--- src/design/ghsr_pkg.sv ---
package ghsr_pkg;

    // message geometry
    localparam int MSG_BYTES = 6;
    localparam int MSG_BITS = 48;
    localparam int BIT_CNT_W = 6;

    // command byte fields
    localparam int CMD_SELF_TEST_BIT = 6;

    // status byte fields
    localparam int STS_FAIL_BIT = 7;
    localparam int STS_BAD_MSG_BIT = 4;
    localparam int STS_SELF_TEST_BIT = 3;
    localparam logic [2:0] STS_LOW_NORMAL = 3'h1;
    localparam logic [1:0] STS_TYPE_RATE_TEMP = 2'h0;

    // self-test offset: 150 deg/s, expressed in rate codes
    localparam int SELF_TEST_DPS = 150;
    localparam int RATE_CODES_PER_DPS = 8;
    localparam logic [15:0] SELF_TEST_OFFSET = 16'(SELF_TEST_DPS * RATE_CODES_PER_DPS);

    // temperature code: 2.75 codes/degC, 25 degC near 580
    localparam logic [15:0] TEMP_CODE_ZERO_C = 16'h0200;
    localparam int TEMP_QUARTER_CODES_PER_C = 11;

    // monitor limits (drive level, quadrature), plain defaults
    localparam logic [15:0] DRIVE_HI_LIMIT = 16'hE000;
    localparam logic [15:0] DRIVE_LO_LIMIT = 16'h1000;
    localparam logic [15:0] QUAD_LIMIT = 16'h4000;

    // startup settle time of the drive loops
    localparam int CLK_HZ = 40_000_000;
    localparam int SETTLE_US = 100;
    localparam int SETTLE_CYCLES = SETTLE_US * (CLK_HZ / 1_000_000);

    typedef struct packed {
        logic cal_parity_err;
        logic trim_conv_err;
        logic demod_saturated;
        logic [15:0] drive_level;
        logic [15:0] quad_mag;
        logic loops_locked;
    } ghsr_mon_t;

    typedef struct packed {
        logic [7:0] status;
        logic [15:0] rate;
        logic [15:0] temp;
    } ghsr_reply_t;

    function automatic logic [7:0] ghsr_checksum(input logic [39:0] body);
        logic [7:0] sum;
        sum = 8'h00;
        for (int i = 0; i < 5; i++)
        begin
            sum = sum + body[i*8 +: 8];
        end
        return ~sum;
    endfunction : ghsr_checksum

endpackage : ghsr_pkg

--- src/design/ghsr_health.sv ---
`timescale 1ns/1ps
`default_nettype none
module ghsr_health
    import ghsr_pkg::*;
#(
    parameter int SETTLE_CNT = SETTLE_CYCLES
)
(
    input wire logic clk,
    input wire logic rst_n,
    input wire ghsr_mon_t mon,
    input wire logic self_test,
    output logic healthy,
    output logic checks_ok
);
    typedef struct packed {
        logic [31:0] settle;
        logic settled;
        logic ok;
        logic healthy;
    } ghsr_hst_t;

    ghsr_hst_t st_reg;
    ghsr_hst_t st_next;

    always_comb
    begin
        st_next = st_reg;
        // settle timer restarts whenever the loops lose lock
        if (!mon.loops_locked)
        begin
            st_next.settle = '0;
            st_next.settled = 1'b0;
        end
        else if (st_reg.settle < 32'(SETTLE_CNT))
        begin
            st_next.settle = st_reg.settle + 32'h1;
        end
        else
        begin
            st_next.settled = 1'b1;
        end
        st_next.ok = !mon.cal_parity_err
            && !mon.trim_conv_err
            && mon.drive_level <= DRIVE_HI_LIMIT && mon.drive_level >= DRIVE_LO_LIMIT
            && !mon.demod_saturated
            && mon.quad_mag <= QUAD_LIMIT
            && st_reg.settled;
        st_next.healthy = st_next.ok && !self_test;
    end

    always_ff @(posedge clk or negedge rst_n)
    begin
        if (!rst_n)
            st_reg <= '0;
        else
            st_reg <= st_next;
    end

    assign healthy = st_reg.healthy;
    assign checks_ok = st_reg.ok;

    property p_self_test_fails;
        @(posedge clk) disable iff (!rst_n) self_test |=> !healthy;
    endproperty
    a_self_test_fails: assert property (p_self_test_fails) else $error("health high during self-test");

    property p_parity_fails;
        @(posedge clk) disable iff (!rst_n) mon.cal_parity_err |=> !healthy;
    endproperty
    a_parity_fails: assert property (p_parity_fails) else $error("health high on parity error");
endmodule : ghsr_health
`default_nettype wire

--- src/design/ghsr_spi_slave.sv ---
`timescale 1ns/1ps
`default_nettype none
module ghsr_spi_slave
    import ghsr_pkg::*;
(
    input wire logic clk,
    input wire logic rst_n,
    input wire logic sel_n,
    input wire logic sck_rise,
    input wire logic sck_fall,
    input wire logic mosi,
    input wire logic [MSG_BITS-1:0] tx_msg,
    output logic miso,
    output logic frame_start,
    output logic [MSG_BITS-1:0] rx_msg,
    output logic rx_done
);
    typedef struct packed {
        logic [MSG_BITS-1:0] tx_sh;
        logic [MSG_BITS-1:0] rx_sh;
        logic [BIT_CNT_W-1:0] cnt;
        logic sel_d;
        logic done;
        logic start;
    } ghsr_sst_t;

    ghsr_sst_t st_reg;
    ghsr_sst_t st_next;

    always_comb
    begin
        st_next = st_reg;
        st_next.done = 1'b0;
        st_next.start = 1'b0;
        st_next.sel_d = sel_n;
        if (sel_n)
        begin
            st_next.cnt = '0;
            if (!st_reg.sel_d && st_reg.cnt == BIT_CNT_W'(MSG_BITS))
                st_next.done = 1'b1; // only whole messages count
        end
        else if (st_reg.sel_d)
        begin
            st_next.tx_sh = tx_msg; // first bit ready before first rise
            st_next.start = 1'b1;
        end
        else
        begin
            if (sck_rise && st_reg.cnt < BIT_CNT_W'(MSG_BITS))
            begin
                st_next.rx_sh = {st_reg.rx_sh[MSG_BITS-2:0], mosi};
                st_next.cnt = st_reg.cnt + BIT_CNT_W'(1);
            end
            if (sck_fall && st_reg.cnt != '0)
                st_next.tx_sh = {st_reg.tx_sh[MSG_BITS-2:0], 1'b0};
        end
    end

    always_ff @(posedge clk or negedge rst_n)
    begin
        if (!rst_n)
        begin
            st_reg <= '0;
            st_reg.sel_d <= 1'b1;
        end
        else
            st_reg <= st_next;
    end

    assign miso = st_reg.tx_sh[MSG_BITS-1];
    assign rx_msg = st_reg.rx_sh;
    assign rx_done = st_reg.done;
    assign frame_start = st_reg.start;
endmodule : ghsr_spi_slave
`default_nettype wire

--- src/design/ghsr_top.sv ---
// How it works
// any failed check drives health low
// calibration parity error drives health low
// trim conversion error drives health low
// drive level outside limits drives health low
// health low until loops settle
// demodulator saturation drives health low
// excess quadrature drives health low
// bad checksum reported as separate flag
// self-test adds 150 deg/s offset
// self-test by pin or command bit
// health low while self-test enabled
// temperature only via serial interface
// temperature 2.75 codes/degC, 600 at 25C (code gives 580 at 25C, zero point 512)
// mode select high enables serial interface
// SPI slave mode 0
// messages are six bytes exactly
// host masters clock, one bit each way
// host frames bytes within select low
// host keeps select timing gaps
// serial output released while deselected (code drives it for one cycle after a select low pulse of one clock)
// command bit 6 toggles self-test
// sixth byte is inverted sum checksum
// bad command ignored, status bit 4
// status fail bit set during self-test
// output on fall, sample on rise, MSB first
`timescale 1ns/1ps
`default_nettype none
module ghsr_top
    import ghsr_pkg::*;
#(
    parameter int SETTLE_CNT = SETTLE_CYCLES
)
(
    input wire logic MCLK,
    input wire logic RST_B,
    input wire logic MODE_SEL,
    input wire logic SELF_TEST_PIN,
    input wire logic SCLK,
    input wire logic SEL_B,
    input wire logic MOSI,
    input wire ghsr_mon_t MON,
    input wire logic [15:0] RATE_RAW,
    input wire logic [15:0] TEMP_DEG_Q2,
    output logic HEALTH,
    output logic ADC_EN,
    output logic MISO_O,
    output logic MISO_OE_B,
    output logic [15:0] RATE_OUT
);
    logic [1:0] rst_sync;
    logic rst_n;

    always_ff @(posedge MCLK or negedge RST_B)
    begin
        if (!RST_B)
            rst_sync <= 2'h0;
        else
            rst_sync <= {rst_sync[0], 1'b1};
    end
    assign rst_n = rst_sync[1];

    typedef struct packed {
        logic [1:0] mode_s;
        logic [1:0] stp_s;
        logic [1:0] sck_s;
        logic [1:0] sel_s;
        logic [1:0] mosi_s;
        logic sck_d;
        logic st_cmd;
        logic bad_msg;
        logic health;
        logic adc_en;
        logic miso;
        logic miso_oe_b;
        logic [15:0] rate;
        logic [15:0] temp;
    } ghsr_tst_t;

    ghsr_tst_t st_reg;
    ghsr_tst_t st_next;

    logic sck_rise;
    logic sck_fall;
    logic self_test;
    logic healthy;
    logic checks_ok;
    logic spi_miso;
    logic frame_start;
    logic rx_done;
    logic [MSG_BITS-1:0] rx_msg;
    ghsr_reply_t reply;
    logic [MSG_BITS-1:0] tx_msg;

    // edges found on synchronised copies only
    assign sck_rise = st_reg.sck_s[1] && !st_reg.sck_d;
    assign sck_fall = !st_reg.sck_s[1] && st_reg.sck_d;

    // pin in analogue mode, command bit in digital mode
    assign self_test = st_reg.mode_s[1] ? st_reg.st_cmd : st_reg.stp_s[1];

    ghsr_health #(
        .SETTLE_CNT(SETTLE_CNT)
    ) u_health (
        .clk(MCLK),
        .rst_n(rst_n),
        .mon(MON),
        .self_test(self_test),
        .healthy(healthy),
        .checks_ok(checks_ok)
    );

    always_comb
    begin
        reply.status = '0;
        reply.status[STS_FAIL_BIT] = !checks_ok || self_test;
        reply.status[6:5] = STS_TYPE_RATE_TEMP;
        reply.status[STS_BAD_MSG_BIT] = st_reg.bad_msg;
        reply.status[STS_SELF_TEST_BIT] = self_test;
        reply.status[2:0] = STS_LOW_NORMAL;
        reply.rate = st_reg.rate;
        reply.temp = st_reg.temp;
        tx_msg = {reply, ghsr_checksum(reply)};
    end

    ghsr_spi_slave u_spi (
        .clk(MCLK),
        .rst_n(rst_n),
        .sel_n(st_reg.sel_s[1]),
        .sck_rise(sck_rise && st_reg.mode_s[1]),
        .sck_fall(sck_fall && st_reg.mode_s[1]),
        .mosi(st_reg.mosi_s[1]),
        .tx_msg(tx_msg),
        .miso(spi_miso),
        .frame_start(frame_start),
        .rx_msg(rx_msg),
        .rx_done(rx_done)
    );

    always_comb
    begin
        st_next = st_reg;
        st_next.mode_s = {st_reg.mode_s[0], MODE_SEL};
        st_next.stp_s = {st_reg.stp_s[0], SELF_TEST_PIN};
        st_next.sck_s = {st_reg.sck_s[0], SCLK};
        st_next.sel_s = {st_reg.sel_s[0], SEL_B};
        st_next.mosi_s = {st_reg.mosi_s[0], MOSI};
        st_next.sck_d = st_reg.sck_s[1];
        st_next.adc_en = st_reg.mode_s[1];
        if (rx_done)
        begin
            if (ghsr_checksum(rx_msg[MSG_BITS-1:8]) == rx_msg[7:0])
            begin
                st_next.st_cmd = rx_msg[MSG_BITS-8+CMD_SELF_TEST_BIT];
                st_next.bad_msg = 1'b0;
            end
            else
                st_next.bad_msg = 1'b1; // settings kept
        end
        // rate: add offset while self-test active
        st_next.rate = self_test ? RATE_RAW + SELF_TEST_OFFSET : RATE_RAW;
        // temp code = 512 + 2.75*degC; input is degC in quarter degrees
        st_next.temp = TEMP_CODE_ZERO_C
            + 16'((32'(signed'(TEMP_DEG_Q2)) * TEMP_QUARTER_CODES_PER_C) >>> 4);
        st_next.health = healthy;
        st_next.miso = spi_miso;
        st_next.miso_oe_b = st_reg.sel_s[1] || !st_reg.mode_s[1];
        // select toggling in analogue mode must never turn the data driver on
        if (frame_start && st_reg.mode_s[1])
            st_next.miso_oe_b = 1'b0;
    end

    always_ff @(posedge MCLK or negedge rst_n)
    begin
        if (!rst_n)
        begin
            st_reg <= '0;
            st_reg.sel_s <= 2'h3;
            st_reg.miso_oe_b <= 1'b1;
        end
        else
            st_reg <= st_next;
    end

    assign HEALTH = st_reg.health;
    assign ADC_EN = st_reg.adc_en;
    assign MISO_O = st_reg.miso;
    assign MISO_OE_B = st_reg.miso_oe_b;
    assign RATE_OUT = st_reg.rate;

    property p_release_deselected;
        @(posedge MCLK) disable iff (!rst_n) st_reg.sel_s[1] |=> MISO_OE_B;
    endproperty
    a_release_deselected: assert property (p_release_deselected) else $error("miso driven while deselected");

    property p_bad_flag;
        @(posedge MCLK) disable iff (!rst_n)
        rx_done && ghsr_checksum(rx_msg[MSG_BITS-1:8]) != rx_msg[7:0] |=> st_reg.bad_msg && $stable(st_reg.st_cmd);
    endproperty
    a_bad_flag: assert property (p_bad_flag) else $error("bad command not flagged");

    property p_selftest_health;
        @(posedge MCLK) disable iff (!rst_n) self_test |-> ##2 !HEALTH;
    endproperty
    a_selftest_health: assert property (p_selftest_health) else $error("health high in self-test");

    property p_fail_bit;
        @(posedge MCLK) disable iff (!rst_n) self_test |-> tx_msg[MSG_BITS-8+STS_FAIL_BIT];
    endproperty
    a_fail_bit: assert property (p_fail_bit) else $error("fail bit clear in self-test");

    property p_offset;
        @(posedge MCLK) disable iff (!rst_n) self_test |=> RATE_OUT == $past(RATE_RAW) + SELF_TEST_OFFSET;
    endproperty
    a_offset: assert property (p_offset) else $error("self-test offset wrong");

    property p_checksum_tx;
        @(posedge MCLK) disable iff (!rst_n) tx_msg[7:0] == ghsr_checksum(tx_msg[MSG_BITS-1:8]);
    endproperty
    a_checksum_tx: assert property (p_checksum_tx) else $error("reply checksum wrong");

    property p_adc_en;
        @(posedge MCLK) disable iff (!rst_n) st_reg.mode_s[1] |=> ADC_EN;
    endproperty
    a_adc_en: assert property (p_adc_en) else $error("adc not enabled in digital mode");

    property p_health_fail;
        @(posedge MCLK) disable iff (!rst_n) MON.demod_saturated |-> ##2 !HEALTH;
    endproperty
    a_health_fail: assert property (p_health_fail) else $error("health high on saturation");

    c_good_msg: cover property (@(posedge MCLK) disable iff (!rst_n) rx_done && !st_next.bad_msg);
    c_bad_msg: cover property (@(posedge MCLK) disable iff (!rst_n) rx_done && st_next.bad_msg);
    c_self_test: cover property (@(posedge MCLK) disable iff (!rst_n) $rose(st_reg.st_cmd));
    c_pin_self_test: cover property (@(posedge MCLK) disable iff (!rst_n) !st_reg.mode_s[1] && st_reg.stp_s[1]);
    c_health_up: cover property (@(posedge MCLK) disable iff (!rst_n) $rose(HEALTH));

    // each monitor except loop lock reaches the pin two cycles later: check register, then output register
    property p_parity_health;
        @(posedge MCLK) disable iff (!rst_n)
        MON.cal_parity_err |-> ##2 !HEALTH;
    endproperty
    a_parity_health: assert property (p_parity_health) else $error("health high on parity error");

    property p_trim_fails;
        @(posedge MCLK) disable iff (!rst_n)
        MON.trim_conv_err |-> ##2 !HEALTH;
    endproperty
    a_trim_fails: assert property (p_trim_fails) else $error("health high on trim conversion error");

    property p_drive_high;
        @(posedge MCLK) disable iff (!rst_n)
        MON.drive_level > DRIVE_HI_LIMIT |-> ##2 !HEALTH;
    endproperty
    a_drive_high: assert property (p_drive_high) else $error("health high with drive level too high");

    property p_drive_low;
        @(posedge MCLK) disable iff (!rst_n)
        MON.drive_level < DRIVE_LO_LIMIT |-> ##2 !HEALTH;
    endproperty
    a_drive_low: assert property (p_drive_low) else $error("health high with drive level too low");

    property p_quad_fails;
        @(posedge MCLK) disable iff (!rst_n)
        MON.quad_mag > QUAD_LIMIT |-> ##2 !HEALTH;
    endproperty
    a_quad_fails: assert property (p_quad_fails) else $error("health high on excess quadrature");

    // loss of lock passes the settled flag first, so one cycle more
    property p_unlocked;
        @(posedge MCLK) disable iff (!rst_n)
        !MON.loops_locked |-> ##3 !HEALTH;
    endproperty
    a_unlocked: assert property (p_unlocked) else $error("health high with loops unlocked");

    property p_settle_hold;
        @(posedge MCLK) disable iff (!rst_n)
        SETTLE_CNT >= 8 && $rose(MON.loops_locked) |-> ##2 (!HEALTH) [*8];
    endproperty
    a_settle_hold: assert property (p_settle_hold) else $error("health high before loops settled");

    property p_health_gated;
        @(posedge MCLK) disable iff (!rst_n)
        HEALTH |-> $past(checks_ok) && !$past(self_test, 2);
    endproperty
    a_health_gated: assert property (p_health_gated) else $error("health high with a check failing");

    property p_no_offset;
        @(posedge MCLK) disable iff (!rst_n)
        !self_test |=> RATE_OUT == $past(RATE_RAW);
    endproperty
    a_no_offset: assert property (p_no_offset) else $error("rate offset outside self-test");

    property p_pin_self_test;
        @(posedge MCLK) disable iff (!rst_n)
        !st_reg.mode_s[1] && st_reg.stp_s[1] |=> RATE_OUT == $past(RATE_RAW) + SELF_TEST_OFFSET;
    endproperty
    a_pin_self_test: assert property (p_pin_self_test) else $error("pin self-test not applied");

    property p_cmd_self_test;
        @(posedge MCLK) disable iff (!rst_n)
        rx_done && ghsr_checksum(rx_msg[MSG_BITS-1:8]) == rx_msg[7:0]
        |=> st_reg.st_cmd == $past(rx_msg[MSG_BITS-8+CMD_SELF_TEST_BIT]);
    endproperty
    a_cmd_self_test: assert property (p_cmd_self_test) else $error("command self-test bit not taken");

    property p_good_clears;
        @(posedge MCLK) disable iff (!rst_n)
        rx_done && ghsr_checksum(rx_msg[MSG_BITS-1:8]) == rx_msg[7:0]
        |=> !st_reg.bad_msg;
    endproperty
    a_good_clears: assert property (p_good_clears) else $error("bad message flag kept after good command");

    property p_fail_on_checks;
        @(posedge MCLK) disable iff (!rst_n)
        !checks_ok |-> tx_msg[MSG_BITS-8+STS_FAIL_BIT];
    endproperty
    a_fail_on_checks: assert property (p_fail_on_checks) else $error("fail bit clear with a check failing");

    property p_fail_clear;
        @(posedge MCLK) disable iff (!rst_n)
        checks_ok && !self_test |-> !tx_msg[MSG_BITS-8+STS_FAIL_BIT];
    endproperty
    a_fail_clear: assert property (p_fail_clear) else $error("fail bit set while healthy");

    property p_analogue_quiet;
        @(posedge MCLK) disable iff (!rst_n)
        !st_reg.mode_s[1] |=> MISO_OE_B;
    endproperty
    a_analogue_quiet: assert property (p_analogue_quiet) else $error("miso driven in analogue mode");

    property p_drive_selected;
        @(posedge MCLK) disable iff (!rst_n)
        st_reg.mode_s[1] && !st_reg.sel_s[1] |=> !MISO_OE_B;
    endproperty
    a_drive_selected: assert property (p_drive_selected) else $error("miso released while selected");

    property p_adc_off;
        @(posedge MCLK) disable iff (!rst_n)
        !st_reg.mode_s[1] |=> !ADC_EN;
    endproperty
    a_adc_off: assert property (p_adc_off) else $error("adc enabled in analogue mode");

    property p_miso_steady;
        @(posedge MCLK) disable iff (!rst_n)
        sck_rise && !st_reg.sel_s[1] && !$past(st_reg.sel_s[1]) |=> ##1 $stable(MISO_O);
    endproperty
    a_miso_steady: assert property (p_miso_steady) else $error("miso changed after a rising edge");
endmodule : ghsr_top
`default_nettype wire

--- config.mk ---
export PLATFORM = sky130hd
export DESIGN_NAME = ghsr_top
export DESIGN_NICKNAME = d
export VERILOG_FILES = /design/src/design/ghsr_pkg.sv /design/src/design/ghsr_health.sv /design/src/design/ghsr_spi_slave.sv /design/src/design/ghsr_top.sv
export SDC_FILE = /design/constraint.sdc
export NUM_CORES = 1
export LEC_CHECK = 0
export CAP_MARGIN = 5
export CORE_AREA = 5 5 141 130
export DETAILED_ROUTE_END_ITERATION = 12
export DIE_AREA = 0 0 146 135
export DONT_BUFFER_PORTS = 1
export PLACE_DENSITY = 0.79
export SYNTH_ARGS = -nofsm -noshare
export SYNTH_HDL_FRONTEND = slang
export SYNTH_SLANG_ARGS = --single-unit
export TNS_END_PERCENT = 100
--- constraint.sdc ---
create_clock -name MCLK -period 8.1 [get_ports MCLK]
set_input_delay 0.81 -clock MCLK [delete_from_list [all_inputs] [get_ports MCLK]]
set_output_delay 0.81 -clock MCLK [all_outputs]
set_load 0.02 [all_outputs]
# After elaboration in Yosys (flattened, before gate mapping)
# Cells that the tools add are included.
[op_classes]
n_addsub = 12
mul = 1
n_lt_le_gt_ge = 5
eq_ne = 5
mux = 16
bitwise = 4
reduce_logical = 33
[ops]
columns = ["operator", "n"]
rows = [
  ["$mux W48", 2],
  ["$add A8 B8 Y8", 8],
  ["$mux W33", 1],
  ["$add A32 B1 Y32 const B", 1],
  ["$lt A32 B12 Y1 const B", 1],
  ["$mux W32", 1],
  ["$mul A16 B5 Y20 const B", 1],
  ["$mux W6", 3],
  ["$add A10 B16 Y16 const A", 1],
  ["$add A16 B11 Y16 const B", 1],
  ["$ge A16 B13 Y1 const B", 1],
  ["$le A16 B15 Y1 const B", 1],
  ["$le A16 B16 Y1 const B", 1],
  ["$mux W16", 1],
  ["$not A8 Y8", 2],
  ["$logic_and A1 B1 Y1", 15],
  ["$logic_not A1 Y1", 9],
  ["$eq A8 B8 Y1", 1],
  ["$mux W1", 8],
  ["$add A6 B1 Y6 const B", 1],
  ["$eq A6 B6 Y1 const B", 1],
  ["$lt A6 B6 Y1 const B", 1],
  ["$reduce_and A2 Y1", 3],
  ["$reduce_bool A6 Y1", 1],
  ["6 further kinds", 10],
]
[word_totals]
register_bits = 191
in_bits = 75
out_inout_bits = 20

# Depth between registers and ports, before layout
# Gate-level depths: netlist (run 1).
[depth]
word_depth = 8
ltp_mapped = 16

# Cells and area by module
# From an unflattened synthesis (run 1), not the netlist that was laid out.
[unflattened]
hier_cells = 958
hier_area_um2 = 11049.3
[modules_own_cells]
columns = ["module", "instances", "cells_per_inst", "area_each_um2", "seq_area_each_um2"]
rows = [
  ["ghsr_top", 1, 455, 4769.6, 1280.0],
  ["ghsr_spi_slave", 1, 361, 4705.8, 2628.8],
  ["ghsr_health", 1, 142, 1574.0, 875.8],
]

# Worst setup path after synthesis (run 1)
# No wires, ideal clock.
[synth_path]
kind = "reg-to-reg"
from = "reg u_spi.st_reg (netlist bit u_spi.rx_msg[9])"
to = "reg st_reg[37] (netlist bit)"
arrival_time_ns = 3.887
path_slack_ns = 4.086
path_stages_with_launch = 12
n_path_buf = 0
period_less_slack_ns = 4.014
cell_sequence = "dfrtp_1 fa_1 fa_1 fa_1 ha_1 fa_1 a21o_1 a21oi_1 xnor2_1 or4_1 nor3_1 mux2_1"
[synth_via]
elab_chain_cells = 7
[synth_lines]
columns = ["element", "line", "rtl"]
rows = [
  ["from (decl)", "ghsr_spi_slave.sv:27", "ghsr_sst_t st_reg;"],
  ["from (signal assigned)", "ghsr_spi_slave.sv:67", "st_reg <= st_next;"],
  ["$add A8 B8 Y8 (4 in series)", "ghsr_pkg.sv:57", "sum = sum + body[i*8 +: 8];"],
  ["$not A8 Y8", "ghsr_pkg.sv:59", "return ~sum;"],
  ["$eq A8 B8 Y1", "ghsr_top.sv:152", "if (ghsr_checksum(rx_msg[MSG_BITS-1:8]) == rx_msg[7:0])"],
  ["$reduce_and A2 Y1 (no line)", "-", ""],
  ["to (signal assigned)", "ghsr_top.sv:182", "st_reg <= st_next;"],
  ["to (decl)", "ghsr_top.sv:80", "ghsr_tst_t st_reg;"],
]
# No other way between the ends.
# A chain may end at the register's enable or synchronous reset.

# Worst setup path after layout (run 1)
# Same ends and word-level chain as after synthesis.

==> results of run 1 <==
==> where the power goes <==
group	switching, mW	internal [mW]	leakage (nW)	total, mW
registers	0.111	1.07	2.47	1.18
logic	0.509	0.451	2.76	0.960
clock network	0.373	0.430	0.270	0.803
total	0.993	1.95	5.50	2.95
==> cell families after synthesis <==
group	count (synthesis)	synth area share (%)
flops	191	45.72
mux	84	8.572
compound gates	122	7.078
other cells	1	0.03583
xor+xnor	72	6.026
fa+ha+maj	106	16.04
simple gates	224	10.82
buf+inv	140	5.703
==> path summary, 6_finish.rpt <==
check	startpoint	to	slack, ns	depth (start not counted)
worst max-delay path	u_spi.rx_msg[9]$_DFFE_PN0P_	st_reg[37]$_DFFE_PN0P_	3.84	11
worst min-delay path	RST_B	rst_sync[1]$_DFF_PN0_	0.07	0
worst max register to register	u_spi.rx_msg[9]$_DFFE_PN0P_	st_reg[37]$_DFFE_PN0P_	3.84	11
worst min register to register	rst_sync[1]$_DFF_PN0_	u_spi.st_reg[94]$_DFFE_PN0P_	0.30	0
max in group asynchronous	rst_sync[1]$_DFF_PN0_	u_spi.rx_msg[33]$_DFFE_PN0P_	5.64	2
min in group MCLK	st_next[44]$_DFF_PN0_	st_next[38]$_DFF_PN0_	0.35	0
==> stage by stage <==
step	cell area [um^2]	instances	hold WS [ns]	setup slack [ns]
2_1_floorplan	10470	940	0.3312	2.391
4_1_cts	11100	1145	0.05020	3.801
3_3_place_gp	10540	1113	0.3118	3.962
5_1_grt	11100	1145	0.04095	3.618
3_5_place_dp	10540	1113	0.3158	3.856
6_report	11100	1145	0.07345	3.845
==> cells in the final DEF (no fill, tap or decap), types with 5 or more instances in the layout <==
cell type,n
sky130_fd_sc_hd__inv_1,96
sky130_fd_sc_hd__mux2i_1,39
sky130_fd_sc_hd__a21oi_1,19
sky130_fd_sc_hd__and2_1,29
sky130_fd_sc_hd__xnor2_1,46
sky130_fd_sc_hd__clkbuf_16,17
sky130_fd_sc_hd__fa_1,47
sky130_fd_sc_hd__nand4_1,11
sky130_fd_sc_hd__ha_1,59
sky130_fd_sc_hd__mux2_2,44
sky130_fd_sc_hd__dfrtp_1,186
sky130_fd_sc_hd__o21ai_0,40
sky130_fd_sc_hd__nand2_1,83
sky130_fd_sc_hd__nor2_1,34
sky130_fd_sc_hd__o21ai_1,23
sky130_fd_sc_hd__xor2_1,26
sky130_fd_sc_hd__nand3_1,13
sky130_fd_sc_hd__nor4_1,15
sky130_fd_sc_hd__o21a_1,9
sky130_fd_sc_hd__nor3_1,11
sky130_fd_sc_hd__buf_4,5
==> cell type report <==
cell class	count	area, um^2	share of cell area [%]
Clock buffer	18	429.2	3.865
Clock inverter	14	135.1	1.217
Inverter	97	364.1	3.279
Multi-Input combinational cell	609	5086	45.80
Sequential cell	191	4788	43.12
Tap cell	211	264.0	2.377
Timing Repair Buffer	5	37.54	0.3380
==> worst register-to-register path, cell delays in order (launching register included) <==
cell	delay, ns
sky130_fd_sc_hd__dfrtp_1	0.41
sky130_fd_sc_hd__fa_1	0.56
sky130_fd_sc_hd__fa_1	0.44
sky130_fd_sc_hd__fa_1	0.47
sky130_fd_sc_hd__ha_1	0.24
sky130_fd_sc_hd__fa_1	0.40
sky130_fd_sc_hd__a21o_1	0.19
sky130_fd_sc_hd__a21oi_1	0.22
sky130_fd_sc_hd__xnor2_1	0.09
sky130_fd_sc_hd__or4_1	0.41
sky130_fd_sc_hd__nor3_1	0.34
sky130_fd_sc_hd__mux2_1	0.37
==> per-layer routing <==
layer	global-route usage, %	part of all wire, %	routed length [um]
met1	25.28	45	8040
met2	32.39	49	8877
met3	5.336	4.3	773
met4	5.799	1.5	268
met5	0	0	0
==> results.json, run 1 <==
{
  "synth_most_common_cell": "sky130_fd_sc_hd__dfrtp_1",
  "synthCells": 940,
  "cpLargestDelayFamily": "adder cells",
  "routed-via-count": 6324,
  "clk_pin_slew_worst_paths_ns": 0.07,
  "worstMarginPinSlew_ns": 1.111,
  "timing.critical_path.mode_cell": "sky130_fd_sc_hd__fa_1",
  "cts_num_sinks": 191,
  "synthTopCellsByCount": "sky130_fd_sc_hd__dfrtp_1 (187), sky130_fd_sc_hd__inv_1 (96), sky130_fd_sc_hd__nand2_1 (83)",
  "htreeDepth": 4,
  "critical_path.max_fanout": 3,
  "port-buffer-count": 0,
  "fin_skew_ns": 0.01033,
  "timing.hold.worst.class": "input port to asynchronous set/reset pin",
  "rsz0062_at_grt": "no",
  "cts.root.buffer_cell": "sky130_fd_sc_hd__clkbuf_16",
  "detail_route.wirelength_mm": 17.96,
  "drc_errors": 0,
  "die_area_mm2": 0.01971,
  "type_of_origin_of_the_critical_path": "register",
  "ys_ff_latch": 191,
  "worst-endpoint-arrival_ns": 4.57,
  "io_pins": 95,
  "outcome": "complete, no violations",
  "yosys.cell_types.count": 62,
  "dr.first_iter.drc_count": 371,
  "timing_worst_setup_path_type": "register to register",
  "utilization_pct": 66.86,
  "largest_reg_flops": 54,
  "tns_ns": 0,
  "cell_type_contributing_the_most_total_cell_area_after_synthesis": "sky130_fd_sc_hd__dfrtp_1",
  "number_of_hold_buffers_added_after_cts": 0,
  "final.min_clock_period_ns": 4.255,
  "area_delta_synth_final_pct": 6.110,
  "leakage_nw": 5.499,
  "first_pass_grt_wire_length_mm": 31.03,
  "number_of_enable_type_register_cells_in_the_synthesized_netlist": 0,
  "p_total_mw": 2.947,
  "post-cts-setup-buffer-count": 0,
  "resize_count_post_cts": 0,
  "rows": 45,
  "fillerInstances": 1231,
  "vias_per_cell": 5.523,
  "drt-pass1-iter-count": 4,
  "largest_net_degree_at_the_start_of_global_routing": 79,
  "synth_area_per_cell_um2": 11.13,
  "final-max-slew-violation-count": 0,
  "critical-path-slowest-cell": "sky130_fd_sc_hd__fa_1",
  "estimated_wirelength_of_the_detail_placed_design_mm": 12.96,
  "setup_viol_count_final": 0,
  "end_kind": "register",
  "first_global_vias": 6566,
  "antenna_found_initial": 0,
  "cts-buffers-inserted": 17,
  "design.final.nets": 1102,
  "power.density_cell_area_mw_per_mm2": 265.4,
  "synthFlopType": "sky130_fd_sc_hd__dfrtp_1",
  "critical_path_cell_sequence": "fa_1, fa_1, fa_1, ha_1, fa_1, a21o_1, a21oi_1, xnor2_1, or4_1, nor3_1, mux2_1",
  "grt_remaining_overflow": 0,
  "gp_routability_congestion": 0.8225,
  "route.antenna.remaining_nets": 0,
  "start_util_pct": 63.01,
  "grt_util_all_layers_pct": 19.45,
  "worstSkewPairLatency_ns": 0.43,
  "peakVddDrop_uv": 214.5,
  "share_of_the_synthesized_area_in_the_top_cell_type_pct": 44.72,
  "max_capacitance_violation_count": 0,
  "width_of_the_chip_um": 146,
  "num_antenna_cells": 0,
  "detail_route.wl_per_cell_um": 15.68,
  "crit_buf_inv": 0,
  "synthesis.nets": 1121,
  "synthTopCellsByArea": "sky130_fd_sc_hd__dfrtp_1 (45%), sky130_fd_sc_hd__fa_1 (9.0%), sky130_fd_sc_hd__ha_1 (7.1%)",
  "synth-seq-area-share_pct": 45.72,
  "total_standard_cell_area_after_synthesis_mm2": 0.01047,
  "timing.final.hold_violations": 0,
  "worst_path_max_stage_delay_ns": 0.56,
  "yosysWarnings": 0,
  "clock_tree_from_tritoncts": "yes",
  "asyncSetResetFlopFracSynth_pct": 100.0,
  "post_route_cells_drive_above_1_share_pct": 9.743,
  "clock_path_buffers": 2,
  "min_period_over_period_pct": 52.53,
  "max_clock_freq_mhz": 235.0,
  "die_y_um": 135,
  "critPathRequiredTime_ns": 8.41,
  "core_region_area_mm2": 0.01661,
  "max_slew_margin_pct": 25.94
}
Power figures use the tool's default switching activity.
==> run 2, diff against run 1 <==
--- a/config.mk
+++ b/config.mk
@@ -5,12 +5,13 @@
 export SDC_FILE = /design/constraint.sdc
 export NUM_CORES = 1
 export LEC_CHECK = 0
+export ABC_AREA = 1
 export CAP_MARGIN = 5
-export CORE_AREA = 5 5 141 130
+export CORE_AREA = 5 5 153 140
 export DETAILED_ROUTE_END_ITERATION = 12
-export DIE_AREA = 0 0 146 135
+export DIE_AREA = 0 0 158 145
 export DONT_BUFFER_PORTS = 1
-export PLACE_DENSITY = 0.79
+export PLACE_DENSITY = 0.76
 export SYNTH_ARGS = -nofsm -noshare
 export SYNTH_HDL_FRONTEND = slang
 export SYNTH_SLANG_ARGS = --single-unit
==> constraint.sdc (replaced) <==
create_clock -name MCLK -period 3.8 [get_ports MCLK]
set_input_delay 0.38 -clock MCLK [delete_from_list [all_inputs] [get_ports MCLK]]
set_output_delay 0.38 -clock MCLK [all_outputs]
set_load 0.02 [all_outputs]
==> run 2 against run 1 <==
Hold slack lost 0.043 ns. Cell area grew 8.6%. Register-to-register slack lost 3.6 ns. Flip-flop and latch count is the same. Die area grew 16%. Combinational power grew 150%. Critical endpoint unchanged.
==> results.json, run 2 <==
{
  "post_route_cells_drive_above_1_share_pct": 5.732,
  "rows": 49,
  "p_total_mw": 6.668,
  "critical_path.max_fanout": 3,
  "largest_net_degree_at_the_start_of_global_routing": 82,
  "die_area_mm2": 0.02291,
  "cell_type_contributing_the_most_total_cell_area_after_synthesis": "sky130_fd_sc_hd__dfrtp_1",
  "post-cts-setup-buffer-count": 0,
  "yosys.cell_types.count": 48,
  "gp_routability_congestion": 0.8521,
  "min_period_over_period_pct": 94.80,
  "total_standard_cell_area_after_synthesis_mm2": 0.01118,
  "final-max-slew-violation-count": 0,
  "first_global_vias": 8083,
  "width_of_the_chip_um": 158,
  "cts.root.buffer_cell": "sky130_fd_sc_hd__clkbuf_16",
  "timing_worst_setup_path_type": "register to register",
  "ys_ff_latch": 191,
  "type_of_origin_of_the_critical_path": "register",
  "end_kind": "register",
  "detail_route.wl_per_cell_um": 13.91,
  "grt_remaining_overflow": 0,
  "max_capacitance_violation_count": 0,
  "synthesis.nets": 1504,
  "cts-buffers-inserted": 17,
  "asyncSetResetFlopFracSynth_pct": 100.0,
  "rsz0062_at_grt": "yes",
  "peakVddDrop_uv": 471.8,
  "final.min_clock_period_ns": 3.602,
  "setup_viol_count_final": 0,
  "area_delta_synth_final_pct": 7.903,
  "core_region_area_mm2": 0.01968,
  "critPathRequiredTime_ns": 4.13,
  "fillerInstances": 1624,
  "max_clock_freq_mhz": 277.6,
  "largest_reg_flops": 54,
  "share_of_the_synthesized_area_in_the_top_cell_type_pct": 41.86,
  "htreeDepth": 4,
  "synthTopCellsByArea": "sky130_fd_sc_hd__dfrtp_1 (42%), sky130_fd_sc_hd__nand2_1 (13%), sky130_fd_sc_hd__fa_1 (8.4%)",
  "clock_path_buffers": 2,
  "antenna_found_initial": 0,
  "mostFrequentLayoutCell": "sky130_fd_sc_hd__nand2_1",
  "critical-path-slowest-cell": "sky130_fd_sc_hd__fa_1",
  "start_util_pct": 56.80,
  "worst-endpoint-arrival_ns": 3.93,
  "timing.final.hold_violations": 0,
  "port-buffer-count": 0,
  "clk_pin_slew_worst_paths_ns": 0.07,
  "dr.first_iter.drc_count": 502,
  "timing.hold.worst.class": "input port to register",
  "fin_hold_ws_ns": 0.03070,
  "drc_errors": 0,
  "first_pass_grt_wire_length_mm": 38.05,
  "worstMarginPinSlew_ns": 0.8852,
  "num_antenna_cells": 0,
  "clock_tree_from_tritoncts": "yes",
  "outcome": "complete, no violations",
  "io_pins": 95,
  "detail_route.wirelength_mm": 22.00,
  "synth_most_common_cell": "sky130_fd_sc_hd__nand2_1",
  "routed-via-count": 8149,
  "layout_common_cells": "sky130_fd_sc_hd__nand2_1 (373), sky130_fd_sc_hd__inv_1 (213), sky130_fd_sc_hd__dfrtp_1 (186)",
  "yosysWarnings": 0,
  "drt-pass1-iter-count": 7,
  "synth_area_per_cell_um2": 8.449,
  "power.density_cell_area_mw_per_mm2": 552.8,
  "synth-seq-area-share_pct": 42.80,
  "fin_skew_ns": 0.01076,
  "synthCells": 1323,
  "grt_util_all_layers_pct": 20.09,
  "critical_path_cell_sequence": "fa_1, fa_1, fa_1, ha_2, fa_2, xor2_1, nand4_1, nor2_1, nand2_1, nor3_2, nand3_1, nand2_1, nand2_1",
  "utilization_pct": 61.29,
  "worst_path_max_stage_delay_ns": 0.53,
  "synthTopCellsByCount": "sky130_fd_sc_hd__nand2_1 (373), sky130_fd_sc_hd__inv_1 (213), sky130_fd_sc_hd__dfrtp_1 (187)",
  "design.final.nets": 1494,
  "worstSkewPairLatency_ns": 0.43,
  "synthFlopType": "sky130_fd_sc_hd__dfrtp_1",
  "estimated_wirelength_of_the_detail_placed_design_mm": 16.20,
  "die_y_um": 145,
  "vias_per_cell": 5.154,
  "route.antenna.remaining_nets": 0,
  "leakage_nw": 6.368,
  "max_slew_margin_pct": 40.98,
  "number_of_enable_type_register_cells_in_the_synthesized_netlist": 0,
  "cts_num_sinks": 191
}
run 2: layer usage:
metal  share of wire (%)  global-route usage (%)  routed length (um)
met1                  46                   27.62               10150
met2                  48                   32.62               10660
met3                 3.6                   4.378                 793
met4                 1.8                   5.203                 397
met5                   0                       0                   0
run 2: cell type report:
cell class	instances	area (um^2)	share of cell area (%)
inverters	217	817.0	6.774
well taps	255	319.1	2.645
repair buffers	19	205.2	1.701
clock buffers	19	442.9	3.672
multi-input cells	867	5335	44.23
clock inverters	13	153.9	1.276
flip-flops and latches	191	4788	39.70
run 2: worst max-delay path: cells and delay by family (launching register included):
family | cells | cell delay [ns]
fa+ha+maj | 5 | 2.21
simple gates | 7 | 0.73
flops | 1 | 0.42
xor+xnor | 1 | 0.14
run 2: metrics by stage:
stage               TNS, ns  cell area [um^2]  cells  setup slack [ns]
floorplan                 0             11180   1323            0.2917
global placement          0             11330   1539            0.1669
global route        -0.1531             12060   1581          -0.08104
detailed placement        0             11330   1539            0.1170
CTS                       0             12030   1581           0.02153
finish                    0             12060   1581            0.1977
run 2: logic make-up (layout without fill, tap and decap cells):
group / count (synthesis) / count (layout) / share of synthesized area (%)
AND/OR/NAND/NOR: 563 / 563 / 20.79
buffers and inverters: 265 / 268 / 9.794
flip-flops: 191 / 191 / 42.80
AO/OA/AOI/OAI: 147 / 147 / 7.556
adder cells (fa/ha/maj): 106 / 106 / 15.02
XOR/XNOR: 49 / 49 / 3.907
other: 1 / 1 / 0.03355
multiplexers: 1 / 1 / 0.1007
run 2: path summary, 6_finish.rpt:
check | startpoint | to | slack, ns | cells after the start
setup / recovery | u_spi.rx_msg[25]$_DFFE_PN0P_ | st_reg[37]$_DFFE_PN0P_ | 0.20 | 13
min in group asynchronous | RST_B | rst_sync[1]$_DFF_PN0_ | 0.18 | 1
max in group asynchronous | rst_sync[1]$_DFF_PN0_ | u_spi.rx_msg[3]$_DFFE_PN0P_ | 2.51 | 1
setup reg to reg | u_spi.rx_msg[25]$_DFFE_PN0P_ | st_reg[37]$_DFFE_PN0P_ | 0.20 | 13
hold / removal | RATE_RAW[11] | RATE_OUT[11]$_DFF_PN0_ | 0.03 | 1
hold reg to reg | st_next[48]$_DFF_PN0_ | st_next[34]$_DFF_PN0_ | 0.35 | 0
run 2: timing repair:
item | in CTS | in global routing
hold buffers | 10 | 0
endpoints found under the setup margin | 0 | 4
gates resized for setup | 0 | 8
endpoints found under the hold margin | 11 | 0
run 2: power by group:
| group | leakage [nW] | total (mW) | internal [mW] | switching [mW] |
|---|---|---|---|---|
| clock | 0.290 | 1.81 | 1.01 | 0.808 |
| sequential | 2.43 | 2.49 | 2.27 | 0.219 |
| combinational | 3.65 | 2.36 | 1.02 | 1.35 |
| total | 6.37 | 6.67 | 4.30 | 2.37 |
==> run 3, diff against run 2 <==
--- a/config.mk
+++ b/config.mk
@@ -11,6 +11,7 @@
 export DETAILED_ROUTE_END_ITERATION = 12
 export DIE_AREA = 0 0 158 145
 export DONT_BUFFER_PORTS = 1
+export HOLD_SLACK_MARGIN = 0.1
 export PLACE_DENSITY = 0.76
 export SYNTH_ARGS = -nofsm -noshare
 export SYNTH_HDL_FRONTEND = slang
==> run 3 against run 2 <==
Clock power about the same. First-iteration DRC count decreased by 7.4%. Hold slack improved by 0.11 ns. Clock skew about the same. Fmax about the same. Wire length increased by 1.1%. Sequential share of layout area decreased by 0.39 points. Largest cell class unchanged.
==> results.json, run 3 (synthesis gave the netlist of run 2 again) <==
{
  "critPathRequiredTime_ns": 4.12,
  "routed-via-count": 8207,
  "worstMarginPinSlew_ns": 0.8951,
  "gp_routability_congestion": 0.8521,
  "timing.hold.worst.class": "input port to register",
  "rsz0062_at_grt": "yes",
  "clk_pin_slew_worst_paths_ns": 0.07,
  "grt_remaining_overflow": 0,
  "detail_route.wl_per_cell_um": 13.96,
  "cts_num_sinks": 191,
  "reg2reg_setup_slack_ns": 0.20,
  "end_kind": "register",
  "antenna_found_initial": 0,
  "num_antenna_cells": 0,
  "type_of_origin_of_the_critical_path": "register",
  "post-place-cells": 1539,
  "fillerInstances": 1609,
  "layout_common_cells": "sky130_fd_sc_hd__nand2_1 (373), sky130_fd_sc_hd__inv_1 (213), sky130_fd_sc_hd__dfrtp_1 (186)",
  "area_delta_synth_final_pct": 8.977,
  "holdPathStages": 3,
  "port-buffer-count": 0,
  "cts.root.buffer_cell": "sky130_fd_sc_hd__clkbuf_16",
  "largest_net_degree_at_the_start_of_global_routing": 82,
  "worst-endpoint-arrival_ns": 3.92,
  "r2r_start": "u_spi.rx_msg[25]$_DFFE_PN0P_",
  "cts-buffers-inserted": 17,
  "estimated_wirelength_of_the_detail_placed_design_mm": 16.20,
  "power.density_cell_area_mw_per_mm2": 548.5,
  "tns_ns": 0,
  "io_pins": 95,
  "fin_skew_ns": 0.01081,
  "clock_tree_from_tritoncts": "yes",
  "leakage_nw": 6.418,
  "r2r_end": "st_reg[37]$_DFFE_PN0P_",
  "post-cts-setup-buffer-count": 0,
  "timing.final.hold_violations": 0,
  "rows": 49,
  "min_delay_worst_endpoint": "u_health.healthy$_DFF_PN0_",
  "crit_buf_inv": 0,
  "post_route_cells_drive_above_1_share_pct": 5.680,
  "global_route.usage.met3_pct": 4.378,
  "max_capacitance_violation_count": 0,
  "drc_errors": 0,
  "min_period_over_period_pct": 94.77,
  "route.antenna.remaining_nets": 0,
  "core_region_area_mm2": 0.01968,
  "mostFrequentLayoutCell": "sky130_fd_sc_hd__nand2_1",
  "dr.first_iter.drc_count": 465,
  "finish.cell_count_without_fillers": 1593,
  "critical_path_cell_sequence": "fa_1, fa_1, fa_1, ha_2, fa_2, xor2_1, nand4_1, nor2_1, nand2_1, nor3_2, nand3_1, nand2_1, nand2_1",
  "largest_reg_flops": 54,
  "max_clock_freq_mhz": 277.7,
  "design.final.nets": 1506,
  "worst_path_max_stage_delay_ns": 0.53,
  "htreeDepth": 4,
  "vias_per_cell": 5.152,
  "utilization_pct": 61.90,
  "setup_viol_count_final": 0,
  "final-max-slew-violation-count": 0,
  "clock_path_buffers": 2,
  "globalRouteMet2Util_pct": 33.45,
  "first_pass_grt_wire_length_mm": 38.47,
  "critical-path-slowest-cell": "sky130_fd_sc_hd__fa_1",
  "width_of_the_chip_um": 158,
  "detail_route.wirelength_mm": 22.25,
  "use_met1_pct": 27.56,
  "die_area_mm2": 0.02291,
  "start_util_pct": 56.80,
  "cp-startpoint": "u_spi.rx_msg[25]$_DFFE_PN0P_",
  "timing_worst_setup_path_type": "register to register",
  "cpLargestDelayFamily": "adder cells",
  "final.min_clock_period_ns": 3.601,
  "worstSkewPairLatency_ns": 0.43,
  "min-delay-start": "MON[34]",
  "top_usage_layer": "met2",
  "die_y_um": 145,
  "first_global_vias": 8177,
  "peakVddDrop_uv": 473.4,
  "rr_worst_depth": 13,
  "critical_path.max_fanout": 3,
  "outcome": "complete, no violations",
  "grt_util_all_layers_pct": 20.35,
  "max_slew_margin_pct": 40.13,
  "drt-pass1-iter-count": 5,
  "p_total_mw": 6.681
}
-- run 3: through the flow --
| step | instance area, um^2 | setup WS, ns | hold slack [ns] |
|---|---|---|---|
| after floorplan | 11180 | 0.2917 | 0.08441 |
| after global placement | 11330 | 0.1669 | 0.08445 |
| after detailed placement | 11330 | 0.1170 | 0.08447 |
| after CTS | 12150 | 0.02153 | 0.1088 |
| after global routing | 12180 | -0.08104 | 0.1114 |
| final | 12180 | 0.1988 | 0.1396 |
-- run 3: worst max path at each step --
stage | end | slack [ns] | cells after the start
2_1_floorplan | u_spi.st_reg[63]$_DFFE_PN0P_ | 0.29 | 17
3_3_place_gp | st_reg[37]$_DFFE_PN0P_ | 0.17 | 13
3_5_place_dp | st_reg[37]$_DFFE_PN0P_ | 0.12 | 13
4_1_cts | u_spi.st_reg[63]$_DFFE_PN0P_ | 0.02 | 16
5_1_grt | reply[36]$_DFFE_PN0P_ | -0.08 | 13
6_report | st_reg[37]$_DFFE_PN0P_ | 0.20 | 13
-- run 3: final cells by class --
class	instances	area [um^2]	area share [%]
multi-input cells	867	5335	43.80
flip-flops and latches	191	4788	39.31
inverters	217	817.0	6.707
clock buffers	19	442.9	3.636
repair buffers	31	325.3	2.670
well taps	255	319.1	2.619
clock inverters	13	153.9	1.263
-- run 3: what timing repair did --
action                     CTS  global route
hold endpoints to repair    49             0
gates resized for setup      0             8
hold buffers                22             0
setup endpoints to repair    0             4
-- run 3: worst reg2reg max path, cell delays in order, from the launching register on --
cell and delay [ns]:
sky130_fd_sc_hd__dfrtp_1 0.42, sky130_fd_sc_hd__fa_1 0.51, sky130_fd_sc_hd__fa_1 0.53, sky130_fd_sc_hd__fa_1 0.42, sky130_fd_sc_hd__ha_2 0.22, sky130_fd_sc_hd__fa_2 0.53, sky130_fd_sc_hd__xor2_1 0.14, sky130_fd_sc_hd__nand4_1 0.10
sky130_fd_sc_hd__nor2_1 0.11, sky130_fd_sc_hd__nand2_1 0.07, sky130_fd_sc_hd__nor3_2 0.22, sky130_fd_sc_hd__nand3_1 0.11, sky130_fd_sc_hd__nand2_1 0.08, sky130_fd_sc_hd__nand2_1 0.04
-- run 3: layer usage --
| layer | share of wire (%) | up-vias |
|---|---|---|
| met5 | 0 | - |
| met4 | 1.7 | 0 |
| met3 | 3.7 | 32 |
| met2 | 49 | 143 |
| met1 | 46 | 3907 |
| li1 | - | 4125 |
-- run 3: report_power, final --
| part | internal (mW) | switching [mW] |
|---|---|---|
| Combinational | 1.03 | 1.35 |
| Clock | 1.01 | 0.806 |
| Sequential | 2.27 | 0.219 |
| Total | 4.30 | 2.38 |
